--- src/rtl/pcsr_pkg.sv ---
// constants shared by the sublayer control register bank
// assumes a single 200 MHz core clock and an APB master with 32-bit data
//
// Notes on behaviour
// - scratch word reads back the low 16 bits software last wrote, per written byte lane; upper bits read zero.
// - version register is read-only with a fixed code; writes change nothing.
// - negotiation interval is 21 bits in 8 ns steps, zero up to 16 ms.
// - after reset the interval holds the count for 10 ms.
// - interval bits 15:0 sit in the low word; bit 0 is always zero.
// - interval bits 20:16 sit in the high word; other bits read zero.
// - interface kind register selects 1000BASE-X or SGMII, read and write.
// - control bit 13 reads 0 and bit 6 reads 1, gigabit only.
// - control bit 7 is read-only zero, no half duplex.
// - control bit 8 is read-only one, full duplex only.
// - writing one to control bit 9 restarts negotiation; resets to zero.
// - control bit 10 detaches the sublayer from the MAC side; resets zero.
// - control bit 11 drives the power-down output toward the transceiver.
// - control bit 12 enables negotiation and resets to one.
// - control bit 14 loops back in the PMA; ignored when RTBI built.
// - writing one to control bit 15 gives a self-clearing sync reset pulse.
// - control word sits at the first offset and is read and write.

package pcsr_pkg;

  // ==================================================
  // register indices, byte address is four times the index
  localparam int unsigned ADDR_W = 8;
  localparam logic [5:0] IDX_CONTROL = 6'h00;
  localparam logic [5:0] IDX_SCRATCH = 6'h20;
  localparam logic [5:0] IDX_VERSION = 6'h22;
  localparam logic [5:0] IDX_TIMER_LO = 6'h24;
  localparam logic [5:0] IDX_TIMER_HI = 6'h26;
  localparam logic [5:0] IDX_IF_KIND = 6'h28;

  // ==================================================
  // control word bit positions
  localparam int unsigned CTL_RESET = 15;
  localparam int unsigned CTL_LOOPBACK = 14;
  localparam int unsigned CTL_SPEED_MSB = 13;
  localparam int unsigned CTL_AN_ENABLE = 12;
  localparam int unsigned CTL_POWER_DOWN = 11;
  localparam int unsigned CTL_MAC_DETACH = 10;
  localparam int unsigned CTL_AN_RESTART = 9;
  localparam int unsigned CTL_DUPLEX = 8;
  localparam int unsigned CTL_HALF_PROBE = 7;
  localparam int unsigned CTL_SPEED_LSB = 6;

  // ==================================================
  // values after reset
  localparam logic CTL_AN_ENABLE_RESET = 1'b1;
  localparam logic CTL_LOOPBACK_RESET = 1'b0;
  localparam logic CTL_POWER_DOWN_RESET = 1'b0;
  localparam logic CTL_MAC_DETACH_RESET = 1'b0;
  localparam logic [15:0] SCRATCH_RESET = 16'h0000;
  localparam logic IF_KIND_BASEX = 1'b0;
  localparam logic IF_KIND_SGMII = 1'b1;
  localparam logic IF_KIND_RESET = IF_KIND_BASEX;

  // ==================================================
  // negotiation interval, counted in periods of the 125 MHz sublayer clock
  localparam int unsigned TIMER_W = 21;
  localparam int unsigned TIMER_STEP_NS = 8;
  localparam int unsigned TIMER_SPAN_MS = 16;
  localparam int unsigned TIMER_RESET_MS = 10;
  localparam int unsigned TIMER_RESET_NS = TIMER_RESET_MS * 1000000;
  localparam logic [20:0] TIMER_RESET_COUNT = 21'(TIMER_RESET_NS / TIMER_STEP_NS);

  // ==================================================
  // pulse timing on the 200 MHz core clock, least times round up
  localparam int unsigned CORE_CLK_PS = 5000;
  localparam int unsigned SYNC_RESET_NS = 20;
  localparam int unsigned SYNC_RESET_CYCLES = (SYNC_RESET_NS * 1000 + CORE_CLK_PS - 1) / CORE_CLK_PS;
  localparam int unsigned RESTART_CYCLES = 1;

endpackage

--- src/rtl/pcsr_pulse.sv ---
// self-clearing command bit: one write starts a pulse of fixed length
// assumes fire comes from logic on core_clk
`timescale 1ns/1ps

module pcsr_pulse #(
  parameter int unsigned LEN = 1
) (
  // clock and reset
  input wire logic core_clk,
  input wire logic reset_n,
  // command and pulse
  input wire logic fire,
  output logic active
);

  typedef struct packed {
    logic on;
    logic [7:0] left;
  } pcsr_pulse_t;

  pcsr_pulse_t st;
  pcsr_pulse_t next_st;

  // ==================================================
  // a fire while busy is dropped so the pulse length stays exact
  always_comb
  begin
    next_st = st;
    if (fire && !st.on)
    begin
      next_st.on = 1'b1;
      next_st.left = 8'(LEN - 1);
    end
    else if (st.left != 8'h00)
    begin
      next_st.left = st.left - 8'h01;
    end
    else
    begin
      next_st.on = 1'b0;
    end
  end

  always_ff @(posedge core_clk or negedge reset_n)
  begin
    if (!reset_n)
    begin
      st <= '0;
    end
    else
    begin
      st <= next_st;
    end
  end

  assign active = st.on;
endmodule

--- src/rtl/pcsr_regs.sv ---
// control register bank of the gigabit physical coding sublayer
// assumes an APB master on core_clk; the bits drive negotiation, coding
// and transceiver logic outside this block
//
// Added by the designer: the APB register port.
`timescale 1ns/1ps

module pcsr_regs #(
  // arbitrary revision value of our own
  parameter logic [15:0] VERSION_CODE = 16'h5A3C,
  // set when the reduced ten-bit interface is built
  parameter bit RTBI_BUILT = 1'b0
) (
  // clock and reset
  input wire logic core_clk,
  input wire logic reset_n,
  // apb slave
  input wire logic psel,
  input wire logic penable,
  input wire logic pwrite,
  input wire logic [7:0] paddr,
  input wire logic [31:0] pwdata,
  input wire logic [3:0] pstrb,
  output logic [31:0] prdata,
  output logic pready,
  output logic pslverr,
  // controls toward the sublayer
  output logic an_restart,
  output logic an_enable,
  output logic mac_detach,
  output logic power_down,
  output logic pma_loopback,
  output logic sublayer_sync_reset,
  output logic interface_sgmii,
  output logic [20:0] negotiation_interval
);

  typedef struct packed {
    logic [15:0] scratch;
    logic [20:1] timer;
    logic if_kind;
    logic loopback;
    logic an_en;
    logic pwr_down;
    logic detach;
    logic [31:0] rdata;
    logic slverr;
  } pcsr_state_t;

  pcsr_state_t st;
  pcsr_state_t next_st;

  logic setup_phase;
  logic wr_access;
  logic [5:0] idx;
  logic addr_ok;
  logic wr_ctl;
  logic restart_fire;
  logic reset_fire;
  logic restart_busy;
  logic reset_busy;
  logic [15:0] ctl_read;
  logic [15:0] ctl_new;
  logic [15:0] lo_new;
  logic [15:0] hi_new;
  logic [15:0] rd_word;

  // ==================================================
  // helpers
  function automatic logic idx_mapped(input logic [7:0] addr);
    logic hit;
    hit = 1'b0;
    if (addr[1:0] == 2'h0)
    begin
      unique case (addr[7:2])
        pcsr_pkg::IDX_CONTROL,
        pcsr_pkg::IDX_SCRATCH,
        pcsr_pkg::IDX_VERSION,
        pcsr_pkg::IDX_TIMER_LO,
        pcsr_pkg::IDX_TIMER_HI,
        pcsr_pkg::IDX_IF_KIND: hit = 1'b1;
        default: hit = 1'b0;
      endcase
    end
    return hit;
  endfunction

  // only the two low byte lanes carry register bits
  function automatic logic [15:0] lane_merge(input logic [15:0] old, input logic [31:0] wdata,
                                             input logic [3:0] strb);
    logic [15:0] res;
    res = old;
    if (strb[0])
    begin
      res[7:0] = wdata[7:0];
    end
    if (strb[1])
    begin
      res[15:8] = wdata[15:8];
    end
    return res;
  endfunction

  // ==================================================
  // apb phases: read data is caught in the setup cycle so prdata comes
  // from a flop, at the price of one fixed wait-free access phase
  assign setup_phase = psel && !penable;
  assign wr_access = psel && penable && pwrite;
  assign idx = paddr[7:2];
  assign addr_ok = idx_mapped(paddr);
  assign pready = psel && penable;
  assign pslverr = psel && penable && st.slverr;
  assign prdata = st.rdata;

  // ==================================================
  // control word as software sees it
  always_comb
  begin
    ctl_read = 16'h0000;
    ctl_read[pcsr_pkg::CTL_RESET] = reset_busy;
    ctl_read[pcsr_pkg::CTL_LOOPBACK] = st.loopback;
    ctl_read[pcsr_pkg::CTL_SPEED_MSB] = 1'b0;
    ctl_read[pcsr_pkg::CTL_AN_ENABLE] = st.an_en;
    ctl_read[pcsr_pkg::CTL_POWER_DOWN] = st.pwr_down;
    ctl_read[pcsr_pkg::CTL_MAC_DETACH] = st.detach;
    ctl_read[pcsr_pkg::CTL_AN_RESTART] = restart_busy;
    ctl_read[pcsr_pkg::CTL_DUPLEX] = 1'b1;
    ctl_read[pcsr_pkg::CTL_HALF_PROBE] = 1'b0;
    ctl_read[pcsr_pkg::CTL_SPEED_LSB] = 1'b1;
  end

  // ==================================================
  // read mux
  always_comb
  begin
    rd_word = 16'h0000;
    unique case (idx)
      pcsr_pkg::IDX_CONTROL: rd_word = ctl_read;
      pcsr_pkg::IDX_SCRATCH: rd_word = st.scratch;
      pcsr_pkg::IDX_VERSION: rd_word = VERSION_CODE;
      pcsr_pkg::IDX_TIMER_LO: rd_word = {st.timer[15:1], 1'b0};
      pcsr_pkg::IDX_TIMER_HI: rd_word = {11'h000, st.timer[20:16]};
      pcsr_pkg::IDX_IF_KIND: rd_word = {15'h0000, st.if_kind};
      default: rd_word = 16'h0000;
    endcase
    if (!addr_ok)
    begin
      rd_word = 16'h0000;
    end
  end

  // ==================================================
  // write decode
  assign wr_ctl = wr_access && addr_ok && (idx == pcsr_pkg::IDX_CONTROL);
  assign ctl_new = lane_merge(ctl_read, pwdata, pstrb);
  assign lo_new = lane_merge({st.timer[15:1], 1'b0}, pwdata, pstrb);
  assign hi_new = lane_merge({11'h000, st.timer[20:16]}, pwdata, pstrb);
  // command bits fire only when their own byte lane is written
  assign restart_fire = wr_ctl && pstrb[1] && pwdata[pcsr_pkg::CTL_AN_RESTART];
  assign reset_fire = wr_ctl && pstrb[1] && pwdata[pcsr_pkg::CTL_RESET];

  // ==================================================
  // next state
  always_comb
  begin
    next_st = st;
    if (setup_phase)
    begin
      next_st.rdata = pwrite ? 32'h0000_0000 : {16'h0000, rd_word};
      next_st.slverr = !addr_ok;
    end
    if (wr_access && addr_ok)
    begin
      unique case (idx)
        pcsr_pkg::IDX_CONTROL:
        begin
          // fixed and reserved bits are simply not stored
          next_st.loopback = ctl_new[pcsr_pkg::CTL_LOOPBACK];
          next_st.an_en = ctl_new[pcsr_pkg::CTL_AN_ENABLE];
          next_st.pwr_down = ctl_new[pcsr_pkg::CTL_POWER_DOWN];
          next_st.detach = ctl_new[pcsr_pkg::CTL_MAC_DETACH];
        end
        pcsr_pkg::IDX_SCRATCH:
        begin
          next_st.scratch = lane_merge(st.scratch, pwdata, pstrb);
        end
        pcsr_pkg::IDX_TIMER_LO:
        begin
          next_st.timer[15:1] = lo_new[15:1];
        end
        pcsr_pkg::IDX_TIMER_HI:
        begin
          next_st.timer[20:16] = hi_new[4:0];
        end
        pcsr_pkg::IDX_IF_KIND:
        begin
          next_st.if_kind = lane_merge({15'h0000, st.if_kind}, pwdata, pstrb) != 16'h0000 &&
                            pwdata[0] == pcsr_pkg::IF_KIND_SGMII && pstrb[0] ? pcsr_pkg::IF_KIND_SGMII :
                            (pstrb[0] ? pcsr_pkg::IF_KIND_BASEX : st.if_kind);
        end
        default:
        begin
          next_st.scratch = st.scratch;
        end
      endcase
    end
  end

  // ==================================================
  // state register
  always_ff @(posedge core_clk or negedge reset_n)
  begin
    if (!reset_n)
    begin
      st.scratch <= pcsr_pkg::SCRATCH_RESET;
      st.timer <= pcsr_pkg::TIMER_RESET_COUNT[20:1];
      st.if_kind <= pcsr_pkg::IF_KIND_RESET;
      st.loopback <= pcsr_pkg::CTL_LOOPBACK_RESET;
      st.an_en <= pcsr_pkg::CTL_AN_ENABLE_RESET;
      st.pwr_down <= pcsr_pkg::CTL_POWER_DOWN_RESET;
      st.detach <= pcsr_pkg::CTL_MAC_DETACH_RESET;
      st.rdata <= 32'h0000_0000;
      st.slverr <= 1'b0;
    end
    else
    begin
      st <= next_st;
    end
  end

  // ==================================================
  // self-clearing command pulses
  pcsr_pulse #(
    .LEN(pcsr_pkg::RESTART_CYCLES)
  ) u_restart (
    .core_clk(core_clk),
    .reset_n(reset_n),
    .fire(restart_fire),
    .active(restart_busy)
  );

  pcsr_pulse #(
    .LEN(pcsr_pkg::SYNC_RESET_CYCLES)
  ) u_sync_reset (
    .core_clk(core_clk),
    .reset_n(reset_n),
    .fire(reset_fire),
    .active(reset_busy)
  );

  // ==================================================
  // outputs
  assign an_restart = restart_busy;
  assign sublayer_sync_reset = reset_busy;
  assign an_enable = st.an_en;
  assign mac_detach = st.detach;
  assign power_down = st.pwr_down;
  // loopback cannot be built around the reduced ten-bit interface
  assign pma_loopback = st.loopback && !RTBI_BUILT;
  assign interface_sgmii = st.if_kind;
  assign negotiation_interval = {st.timer, 1'b0};
endmodule

--- config.mk ---
export PLATFORM = sky130hd
export DESIGN_NAME = pcsr_regs
export DESIGN_NICKNAME = d
export VERILOG_FILES = /design/src/rtl/pcsr_pkg.sv /design/src/rtl/pcsr_pulse.sv /design/src/rtl/pcsr_regs.sv
export SDC_FILE = /design/constraint.sdc
export NUM_CORES = 1
export LEC_CHECK = 0
export BUFFER_PORTS_ARGS = -buffer_cell sky130_fd_sc_hd__buf_2
export CORE_MARGIN = 2
export CORE_UTILIZATION = 46
export CTS_BUF_LIST = sky130_fd_sc_hd__clkbuf_8
export CTS_CLUSTER_SIZE = 8
export DETAILED_ROUTE_END_ITERATION = 10
export HOLD_SLACK_MARGIN = 0.05
export PLACE_DENSITY_LB_ADDON = 0.3
export SETUP_SLACK_MARGIN = 0.2
export SLEW_MARGIN = 20
export SYNTH_ARGS = -nofsm -noshare
export SYNTH_HDL_FRONTEND = slang
export SYNTH_HIERARCHICAL = 1
export SYNTH_SLANG_ARGS = --single-unit
export TNS_END_PERCENT = 100
--- constraint.sdc ---
create_clock -name core_clk -period 1.8 [get_ports core_clk]
set_input_delay 0 -clock core_clk [delete_from_list [all_inputs] [get_ports core_clk]]
set_output_delay 0 -clock core_clk [all_outputs]
set_load 0.05 [all_outputs]
# After elaboration in Yosys (flattened, before gate mapping)
# Index checks and enable logic that the tools add are counted.
# Widths: inputs -> output; s select.
[totals] reg_bits=92 elab_cells=77 in_bits=49 out_inout_bits=62
[op_classes] n_eq_ne=7 muxes=19 n_reduce_logical=33 add_sub_neg=2
[ops] op="$pmux 16 s6" count=1
[ops] op="$mux 8" count=8
[ops] op="$mux 16" count=2
[ops] op="$eq 6x6->1 const B" count=5
[ops] op="$reduce_and 3->1" count=7
[ops] op="$mux 9" count=2
[ops] op="$reduce_bool 16->1" count=1
[ops] op="$reduce_bool 8->1" count=2
[ops] op="$sub 8x1->8 const B" count=2
[ops] op="$logic_and 1x1->1" count=13
[ops] op="$logic_not 6->1" count=1
[ops] op="$mux 1" count=6
[ops] op="$reduce_bool 2->1" count=3
[ops] op="$reduce_or 6->1" count=1
[ops] op="$logic_not 1->1" count=4
[ops] op="$ne 2x1->1 const B" count=2
[ops] op="$logic_not 2->1" count=1

# Longest topological paths before layout
[logic_depth] word_depth=11 depth_mapped=9 mapped_depth_nobuf=7

# Hierarchy
# The synthesis kept the hierarchy.
[by_module_without_submodules] mod="pcsr_regs" cells_each=281 n_inst=1 area_per_inst_um2=3086.7
[by_module_without_submodules] mod="pcsr_pulse (u_restart)" cells_each=52 n_inst=1 area_per_inst_um2=483.0
[by_module_without_submodules] mod="pcsr_pulse (u_sync_reset)" cells_each=48 n_inst=1 area_per_inst_um2=476.7

# Worst setup path before layout
# Ideal clock, no wire load.
[synth_timing] kind="input to register" start="input port paddr[3]" end="register u_sync_reset/st[4] (netlist bit)" t_required_ns=1.680 path_stages=8 path_slack_ns=-0.232 t_arrival_ns=1.912 path_cell_list="or4_1 -> nor3_2 -> nand3_1 -> nor2_1 -> nor2b_1 -> clkbuf_1 -> nor4_1 -> a31o_2"
[synth_between] elab_chain_len=10 word_cells_on_any_way=16 classes_between="eq/ne (5); mux (3); reduce/logical (8)"
[synth_rtl] item="start: declaration" line_no="pcsr_regs.sv:21" text="input wire logic [7:0] paddr,"
[synth_rtl] item="$eq 6x6->1 / $logic_not 6->1 (equally long branches)" line_no="pcsr_regs.sv:75, pcsr_regs.sv:154"
[synth_rtl] item="$reduce_or 6->1" line_no="pcsr_regs.sv:75" text="unique case (addr[7:2])"
[synth_rtl] item="$mux 1" line_no="pcsr_regs.sv:75"
[synth_rtl] item="$mux 1" line_no="pcsr_regs.sv:73" text="if (addr[1:0] == 2'h0)"
[synth_rtl] item="$logic_and 1x1->1" line_no="pcsr_regs.sv:154" text="assign wr_ctl = wr_access && addr_ok && (idx == pcsr_pkg::IDX_CONTROL);"
[synth_rtl] item="$logic_and 1x1->1 (*)" line_no="pcsr_regs.sv:154"
[synth_rtl] item="$logic_and 1x1->1 (*) (2 in a row)" line_no="pcsr_regs.sv:160" text="assign reset_fire = wr_ctl && pstrb[1] && pwdata[pcsr_pkg::CTL_RESET];"
[synth_rtl] item="net reset_fire" line_no="pcsr_regs.sv:59" text="logic reset_fire;"
[synth_rtl] item="$logic_and 1x1->1 (*)" line_no="pcsr_pulse.sv:29" text="if (fire && !st.on)"
[synth_rtl] item="$mux 9 / $reduce_bool 2->1 (equally long branches)"
[synth_rtl] item="end signal: assignment" line_no="pcsr_pulse.sv:52" text="st <= next_st;"
[synth_rtl] item="end: declaration" line_no="pcsr_pulse.sv:21" text="pcsr_pulse_t st;"
# Mark *: on every way through the listed nets, which the timed path passes. The rest lies on a longest branch.
# A chain may end at the register's enable or synchronous reset.

# Worst setup path in the final report
[layout_timing] start="register u_sync_reset/st[0] (netlist bit)" end="register u_sync_reset/st[5] (netlist bit)"
[layout_between] elab_chain_len=3 word_cells_on_any_way=5 classes_between="add/sub (1); mux (2); reduce/logical (2)"
[layout_rtl] item="$sub 8x1->8" line_no="pcsr_pulse.sv:36" text="next_st.left = st.left - 8'h01;"
[layout_rtl] item="$mux 8" line_no="pcsr_pulse.sv:34" text="else if (st.left != 8'h00)"
[layout_rtl] item="$mux 9" line_no="pcsr_pulse.sv:29"
# Parallel ways exist; a longest one is shown, timed or not. The select of a mux whose other input is x is not followed.

==> impl_metrics.toml <==
[floorplan]
rows = 34
die_w_um = 97.8
initial_core_util = 0.469
dieHeight_um = 97.8
dieArea_um2 = 9560
core_area_um2 = 8640
ios = 111

[worst_setup_path]
crit_type = "register to register"
path_cells = "or4_4 > or4_4 > a21oi_2"
critPathLaunchType = "register"
worstPathRequired_ns = 2.07
cp.arrival_ns = 1.91
end_kind = "register"
slowest_stage = "or4_4"
crit_fanout = 4
cp_top_family = "simple AND/OR/NAND/NOR gates"
worst_path_most_repeated_cell = "or4_4"
worst-path-buf-inv = 0
cpPeakStageDelay_ns = 0.55

[routing]
drt-total-wl_um = 9510
wl_per_cell_um = 16.4
vias_per_cell = 5.34
drt_iter0_markers = 142
drt-pass1-iter-count = 4
drc_errors = 0
vias = 3101
ant_nets = 0

[power_and_ir_drop]
combinationalPowerShare = 0.148
peakVddDrop_v = 0.000535
leakage_nw = 2.34
power_density_nw_per_um2 = 754
p_sw_frac = 0.305
report.power.total_mw = 3.73
clkPwrFrac = 0.329
seq_power_share = 0.523
intPower_mw = 2.59
p_sw_mw = 1.14

[cts]
cts_tree = "built"
numCtsBuffers = 9
cts_buffer_depth = 2
clock_latency_ns = 0.35
cts_max_level = 3
cts.sink_count = 76
clock-root-buffer = "clkbuf_8"
cts.clk_slew.worst_paths_ns = 0.08

[synthesis]
synth_area_leaders = "dfrtp_1, mux2_2, buf_4"
synth_edf_count = 0
synth_ff_type = "dfrtp_1"
synth.avg_cell_area_um2 = 10.6
ys_types = 54
yosysSeqAreaShare = 0.473
yosys_register_bits = 76
yosys_warnings = 6
synth_top_area_cell = "dfrtp_1"
synthCells = 381
synth.cell_area_um2 = 4050
async_flop_share = 1.00
synth_top_cell_area_share = 0.414

[global_routing]
grt_pass1_wl_um = 15200
grt_antenna_before_repair = 1
grt_pass1_vias = 3042
grt_max_degree = 77
track_usage = 0.197
grt_overflow = 0

[cells_and_area]
layout-drive-gt1-share = 0.455
synthToLayoutAreaGrowth_pct = 22.2
fin_util = 0.572
stdcell_count = 581
n_fill_cell = 763
nets = 519
final_cell_mix = "buf_2, dfrtp_1, mux2_2, buf_4, nand2_1"
postLayoutCellArea_um2 = 4940
final_common_cell = "buf_2"
n_antenna_cell = 0

[worst_hold_path]
hold_class = "input port to register"

[timing]
period_share = 0.910
setup_viol = 0
rsz0062_at_grt = "true"
fmax_mhz = 610
hold_violations = 0
timing.final.crit_period_ns = 1.64
clock_skew_ns = 0.00849
setup_ws_ns = 0.162
tightest_slew_ns = 0.723
slew_headroom = 0.515
slew_viol_final = 0

[placement]
io_buffers = 75
placed_cell_area_um2 = 4380
numPlacedInstances = 537
dp_slack_ns = -0.0807
dp_hpwl_um = 6520
routabilityCongestion = 0.843

[outcome]
status = "completed"

[job]
cap_violations = 0
cells in the mapped netlist (all sizes together), types with 3 or more instances:
| cell type | instances |
|---|---|
| o31ai | 4 |
| clkbuf | 10 |
| nor2b | 7 |
| dfstp | 9 |
| o21ai | 24 |
| buf | 59 |
| nor2 | 12 |
| nor3b | 3 |
| mux2 | 42 |
| nand2 | 29 |
| mux2i | 4 |
| a32oi | 5 |
| or3 | 3 |
| dfrtp | 67 |
| a21boi | 6 |
| nor3 | 8 |
| a21oi | 15 |
| inv | 10 |
| nor4b | 3 |
| nand2b | 4 |
| or4 | 7 |
| nor4 | 6 |
| nand4b | 3 |
| a21o | 4 |
| nand3 | 5 |
| a22oi | 5 |
stage by stage:
stage | hold slack (ns) | TNS [ns]
6_report | 0.139 | 0
5_1_grt | 0.172 | 0
4_1_cts | 0.124 | 0
3_5_place_dp | 0.0651 | -1.12
3_3_place_gp | 0.0607 | -0.470
2_1_floorplan | -0.296 | 0
cell families after synthesis:
| logic type | Yosys count | synth area share |
|---|---|---|
| compound gates | 73 | 0.118 |
| simple gates | 104 | 0.149 |
| other cells | 1 | 0.000927 |
| mux | 46 | 0.127 |
| flops | 76 | 0.473 |
| buf+inv | 79 | 0.126 |
| fa+ha+maj | 2 | 0.00618 |
final cells by class:
| cell class | instances | area [um^2] | share of cell area |
|---|---|---|---|
| Clock buffer | 11 | 151 | 0.0306 |
| Clock inverter | 5 | 36.3 | 0.00734 |
| Inverter | 10 | 37.5 | 0.00759 |
| Multi-Input combinational cell | 242 | 1830 | 0.370 |
| Sequential cell | 76 | 1920 | 0.388 |
| Tap cell | 108 | 135 | 0.0273 |
| Timing Repair Buffer | 129 | 836 | 0.169 |
tightest hold or removal path: stages:
cell and delay [ns]:
buf_2 0.11, or4_1 0.13, buf_4 0.14, o21ai_1 0.07
power groups by stage:
stage                     Clock, mW  Combinational, mW  Sequential, mW
after floorplan                   0              0.350            1.90
after global placement            0              0.416            1.95
after detailed placement          0              0.424            1.96
after CTS                      1.25              0.485            1.93
after global routing           1.32              0.603            1.97
final                          1.23              0.551            1.95
metal layers:
layer  vias to the layer above  part of all wire  track usage
li1                       1475                 -            -
met1                      1521              0.47        0.277
met2                        87              0.47        0.311
met3                        16             0.037       0.0365
met5                         -            0.0012            0
met4                         2             0.020       0.0694
flip-flops by register name (all words and copies together), names as in the netlist:
register / flops
mac_detach: 1
st: 17
prdata: 16
u_restart/active: 1
u_sync_reset/st: 8
negotiation_interval: 20
pma_loopback: 1
power_down: 1
u_sync_reset/active: 1
an_enable: 1
u_restart/st: 8
interface_sgmii: 1
what timing repair did:
action,4_1_cts,5_1_grt
buffers inserted,3,8
endpoints found under the setup margin,10,23
hold buffers,17,0
cloned,0,0
endpoints found under the hold margin,117,0
resized for setup,8,21
pin swaps,3,5
path summary, 6_finish.rpt:
check	endpoint	depth (start not counted)	slack [ns]	from
min in group asynchronous	negotiation_interval[18]	3	0.19	reset_n
worst max-delay path	u_sync_reset/st[5]	3	0.16	u_sync_reset/st[0]
max in group asynchronous	negotiation_interval[17]	3	1.23	reset_n
worst min register to register	prdata[3]	2	0.48	prdata[3]
worst max register to register	u_sync_reset/st[5]	3	0.16	u_sync_reset/st[0]
worst min-delay path	prdata[5]	4	0.14	pwrite
(Power assumes the default switching activity.)
